**config.mk**
```make
export PLATFORM = sky130hd
export DESIGN_NAME = isf_regs
export DESIGN_NICKNAME = d
export VERILOG_FILES = /design/src/isf_pkg.sv /design/src/isf_decode.sv /design/src/isf_values.sv /design/src/isf_regs.sv
export VERILOG_INCLUDE_DIRS = /design/src
export SDC_FILE = /design/constraint.sdc
export NUM_CORES = 1
export LEC_CHECK = 0
export ABC_CLOCK_PERIOD_IN_PS = 800
export BUFFER_PORTS_ARGS = -buffer_cell sky130_fd_sc_hd__buf_2
export CAP_MARGIN = 40
export CORE_UTILIZATION = 23
export CTS_CLUSTER_DIAMETER = 30
export DETAILED_ROUTE_END_ITERATION = 8
export GPL_TIMING_DRIVEN = 0
export PLACE_DENSITY = 0.81
export SYNTH_ARGS = -nofsm -noshare
export SYNTH_HDL_FRONTEND = slang
export SYNTH_SLANG_ARGS = --single-unit
```
**constraint.sdc**
```tcl
create_clock -name i_clk -period 0.8 [get_ports i_clk]
set_input_delay 0.12 -clock i_clk [delete_from_list [all_inputs] [get_ports i_clk]]
set_output_delay 0.12 -clock i_clk [all_outputs]
set_load 0.02 [all_outputs]
```
**src/isf_params.svh**
```systemverilog
`ifndef ISF_PARAMS_SVH
`define ISF_PARAMS_SVH

// coprocessor selector of a read
`define ISF_CP_NUM        4'hf
`define ISF_OPC1          3'h0
`define ISF_CRN           4'h0
`define ISF_CRM           4'h2
`define ISF_OPC2_C        3'h3
`define ISF_OPC2_D        3'h4

// processor mode codes
`define ISF_MODE_USR      5'h10

// third feature register fields
`define ISF_C_EEX_HI      31
`define ISF_C_EEX_LO      28
`define ISF_C_EEX_VAL     4'h1
`define ISF_C_NOP_HI      27
`define ISF_C_NOP_LO      24
`define ISF_C_NOP_VAL     4'h1
`define ISF_C_CPY_HI      23
`define ISF_C_CPY_LO      20
`define ISF_C_CPY_VAL     4'h1
`define ISF_C_TBR_HI      19
`define ISF_C_TBR_LO      16
`define ISF_C_TBR_VAL     4'h1
`define ISF_C_EXC_HI      15
`define ISF_C_EXC_LO      12
`define ISF_C_EXC_VAL     4'h2
`define ISF_C_SVC_HI      11
`define ISF_C_SVC_LO      8
`define ISF_C_SVC_VAL     4'h1
`define ISF_C_SMD_HI      7
`define ISF_C_SMD_LO      4
`define ISF_C_SMD_VAL     4'h3
`define ISF_C_SAT_HI      3
`define ISF_C_SAT_LO      0
`define ISF_C_SAT_VAL     4'h1

// fourth feature register fields
`define ISF_D_RSV_HI      31
`define ISF_D_RSV_LO      24
`define ISF_D_RSV_VAL     8'h00
`define ISF_D_SYN_HI      23
`define ISF_D_SYN_LO      20
`define ISF_D_SYN_VAL     4'h0
`define ISF_D_BAR_HI      19
`define ISF_D_BAR_LO      16
`define ISF_D_BAR_VAL     4'h1
`define ISF_D_SMC_HI      15
`define ISF_D_SMC_LO      12
`define ISF_D_SMC_VAL     4'h1
`define ISF_D_WBK_HI      11
`define ISF_D_WBK_LO      8
`define ISF_D_WBK_VAL     4'h1
`define ISF_D_SHF_HI      7
`define ISF_D_SHF_LO      4
`define ISF_D_SHF_VAL     4'h4
`define ISF_D_UNP_HI      3
`define ISF_D_UNP_LO      0
`define ISF_D_UNP_VAL     4'h2

`define ISF_ZERO32        32'h0000_0000

`endif

```
**src/isf_pkg.sv**
```systemverilog
package isf_pkg;
   // which feature register a read selects
   typedef enum logic [1:0] {
      ISF_SEL_NONE,
      ISF_SEL_C,
      ISF_SEL_D
   } isf_sel_e;

   // answer kind of one read
   typedef enum logic [1:0] {
      ISF_ANS_IDLE,
      ISF_ANS_DATA,
      ISF_ANS_UNDEF,
      ISF_ANS_MISS
   } isf_ans_e;
endpackage

```
**src/isf_decode.sv**
```systemverilog
`include "isf_params.svh"

module isf_decode (
   // read selector
   input  wire logic [3:0]         i_cp_num,
   input  wire logic [2:0]         i_opc1,
   input  wire logic [3:0]         i_crn,
   input  wire logic [3:0]         i_crm,
   input  wire logic [2:0]         i_opc2,
   // result
   output isf_pkg::isf_sel_e       o_sel
);
   logic base_hit;

   // common part of both selectors
   assign base_hit = (i_cp_num == `ISF_CP_NUM) && (i_opc1 == `ISF_OPC1)
                     && (i_crn == `ISF_CRN) && (i_crm == `ISF_CRM);

   // opcode2 picks the register
   always_comb begin
      o_sel = isf_pkg::ISF_SEL_NONE;
      if (base_hit && (i_opc2 == `ISF_OPC2_C)) begin
         o_sel = isf_pkg::ISF_SEL_C; // [RQ3]
      end else if (base_hit && (i_opc2 == `ISF_OPC2_D)) begin
         o_sel = isf_pkg::ISF_SEL_D; // [RQ4]
      end
   end
endmodule

```
**src/isf_values.sv**
```systemverilog
`include "isf_params.svh"

module isf_values (
   // constant contents
   output logic [31:0]             o_feat_c,
   output logic [31:0]             o_feat_d
);
   // third register, fixed wiring
   always_comb begin
      o_feat_c = `ISF_ZERO32;
      o_feat_c[`ISF_C_EEX_HI:`ISF_C_EEX_LO] = `ISF_C_EEX_VAL; // [RQ5]
      o_feat_c[`ISF_C_NOP_HI:`ISF_C_NOP_LO] = `ISF_C_NOP_VAL; // [RQ6]
      o_feat_c[`ISF_C_CPY_HI:`ISF_C_CPY_LO] = `ISF_C_CPY_VAL; // [RQ7]
      o_feat_c[`ISF_C_TBR_HI:`ISF_C_TBR_LO] = `ISF_C_TBR_VAL; // [RQ8]
      o_feat_c[`ISF_C_EXC_HI:`ISF_C_EXC_LO] = `ISF_C_EXC_VAL; // [RQ9]
      o_feat_c[`ISF_C_SVC_HI:`ISF_C_SVC_LO] = `ISF_C_SVC_VAL;
      o_feat_c[`ISF_C_SMD_HI:`ISF_C_SMD_LO] = `ISF_C_SMD_VAL;
      o_feat_c[`ISF_C_SAT_HI:`ISF_C_SAT_LO] = `ISF_C_SAT_VAL; // [RQ10]
   end

   // fourth register, fixed wiring
   always_comb begin
      o_feat_d = `ISF_ZERO32;
      o_feat_d[`ISF_D_RSV_HI:`ISF_D_RSV_LO] = `ISF_D_RSV_VAL; // [RQ11]
      o_feat_d[`ISF_D_SYN_HI:`ISF_D_SYN_LO] = `ISF_D_SYN_VAL; // [RQ11]
      o_feat_d[`ISF_D_BAR_HI:`ISF_D_BAR_LO] = `ISF_D_BAR_VAL; // [RQ12]
      o_feat_d[`ISF_D_SMC_HI:`ISF_D_SMC_LO] = `ISF_D_SMC_VAL; // [RQ13]
      o_feat_d[`ISF_D_WBK_HI:`ISF_D_WBK_LO] = `ISF_D_WBK_VAL; // [RQ14]
      o_feat_d[`ISF_D_SHF_HI:`ISF_D_SHF_LO] = `ISF_D_SHF_VAL; // [RQ15]
      o_feat_d[`ISF_D_UNP_HI:`ISF_D_UNP_LO] = `ISF_D_UNP_VAL; // [RQ16]
   end
endmodule

```
**src/isf_regs.sv**
```systemverilog
// Function
// [RQ1] reads only allowed in privileged modes
// [RQ2] one copy for secure and non-secure
// [RQ3] third register at 0,c0,c2,3
// [RQ4] fourth register at 0,c0,c2,4
// [RQ5] third bits 31:28 read 0x1
// [RQ6] third bits 27:24 read 0x1
// [RQ7] third bits 23:20 read 0x1
// [RQ8] third bits 19:16 read 0x1
// [RQ9] third bits 15:12 read 0x2
// [RQ10] third bits 3:0 read 0x1
// [RQ11] fourth bits 31:20 read zero
// [RQ12] fourth bits 19:16 read 0x1
// [RQ13] fourth bits 15:12 read 0x1
// [RQ14] fourth bits 11:8 read 0x1
// [RQ15] fourth bits 7:4 read 0x4
// [RQ16] fourth bits 3:0 read 0x2
// [RQ17] constant contents, writes have no effect
// [RQ18] unprivileged read raises undefined instruction
`include "isf_params.svh"

module isf_regs (
   // clock and reset
   input  wire logic               i_clk,
   input  wire logic               i_arst_n,
   // coprocessor access request
   input  wire logic               i_req,
   input  wire logic               i_wr,
   input  wire logic [3:0]         i_cp_num,
   input  wire logic [2:0]         i_opc1,
   input  wire logic [3:0]         i_crn,
   input  wire logic [3:0]         i_crm,
   input  wire logic [2:0]         i_opc2,
   input  wire logic [31:0]        i_wdata,
   // processor state
   input  wire logic [4:0]         i_mode,
   input  wire logic               i_ns,
   // answer
   output logic                    o_ack,
   output logic [31:0]             o_rdata,
   output logic                    o_undef,
   output logic                    o_hit
);
   isf_pkg::isf_sel_e   sel;
   isf_pkg::isf_ans_e   ans_nxt;
   logic [31:0]         feat_c;
   logic [31:0]         feat_d;
   logic [31:0]         rdata_nxt;
   logic                priv;
   logic                ack_r;
   logic [31:0]         rdata_r;
   logic                undef_r;
   logic                hit_r;

   // selector decode
   isf_decode u_decode (
      .i_cp_num (i_cp_num),
      .i_opc1   (i_opc1),
      .i_crn    (i_crn),
      .i_crm    (i_crm),
      .i_opc2   (i_opc2),
      .o_sel    (sel)
   );

   // constant register contents, no clock or reset
   isf_values u_values (
      .o_feat_c (feat_c), // [RQ17]
      .o_feat_d (feat_d)
   );

   // privilege check, security state ignored
   assign priv = (i_mode != `ISF_MODE_USR); // [RQ2]

   // answer classification
   always_comb begin
      ans_nxt   = isf_pkg::ISF_ANS_IDLE;
      rdata_nxt = `ISF_ZERO32;
      if (i_req) begin
         if (sel == isf_pkg::ISF_SEL_NONE) begin
            ans_nxt = isf_pkg::ISF_ANS_MISS;
         end else if (!priv || i_wr) begin
            ans_nxt = isf_pkg::ISF_ANS_UNDEF; // [RQ1] [RQ18] [RQ17]
         end else begin
            ans_nxt = isf_pkg::ISF_ANS_DATA;
            unique case (sel)
               isf_pkg::ISF_SEL_C: rdata_nxt = feat_c; // [RQ2]
               isf_pkg::ISF_SEL_D: rdata_nxt = feat_d; // [RQ2]
               default:            rdata_nxt = `ISF_ZERO32;
            endcase
         end
      end
   end

   // acknowledge one cycle after request
   always_ff @(posedge i_clk or negedge i_arst_n) begin
      if (!i_arst_n) begin
         ack_r <= 1'b0;
      end else begin
         ack_r <= i_req;
      end
   end

   // selection hit flag
   always_ff @(posedge i_clk or negedge i_arst_n) begin
      if (!i_arst_n) begin
         hit_r <= 1'b0;
      end else begin
         hit_r <= (ans_nxt == isf_pkg::ISF_ANS_DATA) || (ans_nxt == isf_pkg::ISF_ANS_UNDEF);
      end
   end

   // undefined-instruction signal
   always_ff @(posedge i_clk or negedge i_arst_n) begin
      if (!i_arst_n) begin
         undef_r <= 1'b0;
      end else begin
         undef_r <= (ans_nxt == isf_pkg::ISF_ANS_UNDEF); // [RQ18]
      end
   end

   // read data, zero unless a granted read
   always_ff @(posedge i_clk or negedge i_arst_n) begin
      if (!i_arst_n) begin
         rdata_r <= `ISF_ZERO32;
      end else begin
         rdata_r <= rdata_nxt; // [RQ1]
      end
   end

   assign o_ack   = ack_r;
   assign o_rdata = rdata_r;
   assign o_undef = undef_r;
   assign o_hit   = hit_r;

   // write data and security bit have no effect
   logic unused_ok;
   assign unused_ok = ^{i_wdata, i_ns};
endmodule

```
=== Word level (Yosys, flattened, before mapping) ===
Cells that the tools add are included.

* Eq/ne operators: 9
* Mux-type cells: 9
* Reductions and logical operators: 11

{| class="wikitable"
|+ Operators by type and width
! kind !! count
|-
| $mux 32 || 2
|-
| $pmux 29 s2 || 1
|-
| $mux 29 || 1
|-
| $mux 2 || 5
|-
| $logic_and 1x1->1 || 5
|-
| $ne 5x5->1 const B || 1
|-
| $eq 2x1->1 const B || 2
|-
| $eq 2x2->1 const B || 2
|-
| $eq 4x2->1 const B || 1
|-
| $eq 4x4->1 const B || 1
|-
| $logic_not 4->1 || 1
|-
| $eq 3x2->1 const B || 1
|-
| $eq 3x3->1 const B || 1
|-
| $logic_not 3->1 || 1
|-
| $logic_not 2->1 || 1
|-
| $logic_or 1x1->1 || 2
|-
| $logic_not 1->1 || 1
|}

* Register bits: 35
* Input port bits: 60
* Output and inout port bits: 35
* Logic and storage cells: 33

=== Longest topological paths before layout ===
* Word-level depth: 12
* Depth in mapped cells: 5

=== Hierarchy ===
A second synthesis with hierarchy kept.

* Cells, all modules: 206
* Area total of the unflattened synthesis: 2346.0 sq um

{| class="wikitable"
|+ By module, submodules not included
! module !! times used !! cells an instance !! area an instance (sq um) !! sequential area each (sq um)
|-
| isf_regs || 1 || 132 || 1783.0 || 875.8
|-
| isf_values || 1 || 66 || 488.0 || 0.0
|-
| isf_decode || 1 || 8 || 75.1 || 0.0
|}

=== Least setup slack after synthesis ===
No wires, ideal clock.

* Path type: input port to flip-flop
* Start: in i_opc2[0]
* End: reg hit_r (netlist: o_hit)
* Data arrival time: 1163 ps
* Data required time: 687 ps
* Path slack: -476 ps
* Stages: 5
* Path buffers: 0
* Cell sequence: or3b_1 > and2_4 > o31a_1 > ha_1 > inv_1

* Longest elaborated chain between the ends: 9

{| class="wikitable"
|+ RTL lines
! element !! line !! RTL
|-
| start, declared || isf_regs.sv:33 || <nowiki>input wire logic [2:0] i_opc2,</nowiki>
|-
| $eq 3x3->1 (no line) || n/a ||
|-
| $logic_and 1x1->1 || isf_decode.sv:24 || <nowiki>end else if (base_hit && (i_opc2 == `ISF_OPC2_D)) begin</nowiki>
|-
| $mux 2 || isf_decode.sv:24 ||
|-
| $mux 2 (*) || isf_decode.sv:22 || <nowiki>if (base_hit && (i_opc2 == `ISF_OPC2_C)) begin</nowiki>
|-
| $logic_not 2->1 (*) || isf_regs.sv:79 || <nowiki>if (sel == isf_pkg::ISF_SEL_NONE) begin</nowiki>
|-
| $mux 2 (*) || isf_regs.sv:79 ||
|-
| $mux 2 (*) || isf_regs.sv:78 || <nowiki>if (i_req) begin</nowiki>
|-
| $eq 2x1->1 or $eq 2x2->1 (tied branches) || isf_regs.sv:108 || <nowiki>hit_r <= (ans_nxt == isf_pkg::ISF_ANS_DATA) || (ans_nxt == isf_pkg::ISF_ANS_UNDEF);</nowiki>
|-
| $logic_or 1x1->1 (*) || isf_regs.sv:108 ||
|-
| end signal, assigned || isf_regs.sv:108 ||
|-
| end, declared || isf_regs.sv:53 || <nowiki>logic hit_r;</nowiki>
|}

Mark *: on every way between the ends. The rest lies on a longest branch, timed or not.

=== Worst setup path in the final report ===
* Start: in i_opc2[1]
* End: reg hit_r (netlist: o_hit)

The elaborated chain is that of the path after synthesis.

==> Implementation_results.wiki <==
{| class="wikitable"
! Metric !! Value
|-
| Die Area || 2490 µm²
|-
| Count of pins over their slew limit || 0
|-
| CTS buffer count || 3
|-
| Most common cell after layout, fill and taps aside || buf_6
|-
| Min-delay worst type || primary input to flop
|-
| Mean number of vias per cell || 3.71
|-
| Clock tree root buffer cell || clkbuf_4
|-
| Maximum VDD drop || 0.000472 V
|-
| Wire length of the first global-routing pass || 1970 µm
|-
| Hold slack || 0.0291 ns
|-
| Switching Share || 30.6%
|-
| Timing startpoint of the critical path || i_opc2[1]
|-
| Static Leak || 0.620 nW
|-
| Total count of hold-check failures in the final report || 0
|-
| Share of the cycle needed by the critical path after routing || 150%
|-
| Clock tree from TritonCTS || built
|-
| Routability congestion estimate from global placement || 0.667
|-
| Worst setup endpoint || o_hit
|-
| Iteration-0 DRC Markers || 0
|-
| GRT Resource Usage Total || 11.2%
|-
| Die span in y || 49.9 µm
|-
| Placeable core region || 2060 µm²
|-
| Starting Density || 25.6%
|-
| Antenna cell count || 0
|-
| Unique masters post-synth || 18
|-
| Mapped Area || 528 µm²
|-
| First drt pass iteration count || 1
|-
| Area growth from synthesis to layout || 111%
|-
| CP Launch Type || primary input
|-
| Total via count after detailed routing || 560
|-
| Number of setup violations in the final report || 20
|-
| Result of the run || finished, violations left
|-
| Proportion of power drawn by combinational gates || 36.2%
|-
| Number of top-level pins || 95
|-
| Violations in the final reports || setup timing
|-
| Startpoint of the worst hold path || i_req
|-
| Type of element capturing the critical path || flop
|-
| Syn. warnings || 0
|-
| Fraction of final layout cells with drive strength greater than 1 || 69.4%
|-
| Overflow after GRT || 0
|-
| Design Power || 985 µW
|-
| Dpl hpwl || 960 µm
|-
| Routed Antenna Nets || 0
|-
| TNS Setup || -4.52 ns
|-
| Number of global-route vias before repair || 491
|-
| Detailed-route DRC error count || 0
|-
| Average wire per standard cell || 9.13 µm
|-
| Clock transition at path regs || 0.04 ns
|-
| Average instance area after synthesis || 9.60 µm²
|-
| Critical-path maximum fanout || 3
|-
| Portion of total power attributed to the clock network || 31.3%
|-
| Total wirelength of the detailed-routed design || 1380 µm
|-
| Initial antenna violation count || 0
|-
| Highest clock frequency the design can meet || 832 MHz
|-
| Number of nets in the finished design || 186
|-
| Buffers from clock root to sink, at most || 2
|-
| Critical path required time || 0.94 ns
|-
| Final WS setup || -0.402 ns
|-
| Layout fillers || 190
|-
| Row count || 16
|-
| Setup repair after global routing missed its margin || true
|-
| Clock period minus worst slack || 1.20 ns
|-
| IO buf count || 41
|-
| Post-Syn Instances || 55
|-
| Number of maximum-capacitance constraint violations || 0
|-
| Power density over cell area || 883 nW/µm²
|-
| Die Width || 49.9 µm
|-
| Worst endpoint data arrival time || 1.34 ns
|-
| TritonCTS Sinks || 6
|-
| Switching power of the nets || 301 µW
|-
| Commonest cells after routing, fill and taps aside || buf_6, buf_4, buf_2
|-
| H-tree Lvls || 1
|-
| Int Power || 684 µW
|-
| Flop and latch count out of synthesis || 6
|-
| Pin count of the biggest net entering global routing || 8
|-
| Fraction of power consumed by sequential logic || 32.4%
|-
| Class of the most critical setup path || primary input to flop
|-
| Sequential share of the synthesized area || 28.4%
|}
-- worst min path at each step --
stage,cells past startpoint,end,slack [ns]
floorplan,0,o_ack,-0.18
global placement,1,o_ack,-0.06
detailed placement,1,o_hit,-0.06
CTS,1,o_ack,0.03
global route,1,o_ack,0.02
finish,1,o_ack,0.03
-- power groups by stage --
stage / logic [mW] / clock network [mW] / registers [mW]
after detailed placement: 0.307 / 0 / 0.321
after CTS: 0.332 / 0.305 / 0.319
final: 0.357 / 0.309 / 0.319
after global routing: 0.380 / 0.338 / 0.320
after floorplan: 0.196 / 0 / 0.336
after global placement: 0.301 / 0 / 0.321
-- critical path: stages --
cell    delay (ns)
buf_6         0.09
or3b_4        0.38
and2_4        0.15
o31a_1        0.28
ha_1          0.28
inv_1         0.04
-- flip-flops by register name (all words and copies together), names as in the netlist --
name / cells
o_hit: 1
o_ack: 1
o_undef: 1
o_rdata: 3
-- repair_timing --
item | 4_1_cts | 5_1_grt
resized for setup | 44 | 5
hold endpoints to repair | 6 | 0
setup buffers | 2 | 2
hold buffers | 1 | 0
pin swaps | 2 | 5
endpoints found under the setup margin | 19 | 20
-- cells in the mapped netlist --
cell | count | area [µm²]
a21o_1 | 1 | 7.51
o31a_1 | 1 | 8.76
nand4_2 | 1 | 12.5
or3b_1 | 1 | 8.76
nor4_2 | 1 | 12.5
ha_1 | 1 | 12.5
conb_1 | 1 | 3.75
nand3b_1 | 1 | 7.51
o31ai_1 | 1 | 7.51
nor3b_1 | 1 | 7.51
nor4_1 | 4 | 25.0
a21oi_1 | 1 | 5.00
nor4b_2 | 1 | 15.0
buf_4 | 29 | 218
and4b_1 | 1 | 10.0
and2_4 | 1 | 8.76
dfrtp_1 | 6 | 150
inv_1 | 2 | 7.51
-- cell type report --
class | count | area, µm² | share of cell area (%)
well taps | 27 | 33.8 | 3.03
multi-input cells | 37 | 272 | 24.3
inverters | 2 | 7.51 | 0.673
repair buffers | 46 | 374 | 33.5
clock buffers | 4 | 26.3 | 2.35
plain buffers | 29 | 251 | 22.5
flip-flops and latches | 6 | 151 | 13.6
-- cell families after synthesis --
kind of cell | share of synthesized area (%)
buffers and inverters | 42.7
AOI/OAI and AO/OA | 5.45
other | 0.710
adders and majority gates | 2.37
DFF | 28.4
and+or+nand+nor | 20.4
-- metrics by stage --
stage                     util [%]  cell area [µm²]  worst slack [ns]  std cells
after floorplan                  -              624            -0.476         74
after global placement        41.9              863            -0.636        142
after detailed placement      41.9              863            -0.671        142
after CTS                     51.9             1070            -0.393        149
after global routing          54.1             1120            -0.413        151
final                         54.1             1120            -0.402        151
-- metal layers --
| layer | global-route usage, % | vias to the layer above | routed length, µm |
|---|---|---|---|
| li1 | - | 277 | - |
| met1 | 7.25 | 231 | 375 |
| met2 | 23.4 | 46 | 784 |
| met3 | 4.01 | 6 | 154 |
| met4 | 8.57 | 0 | 64 |
| met5 | 0 | - | 0 |
No activity file was read; power rests on OpenSTA's default activity.
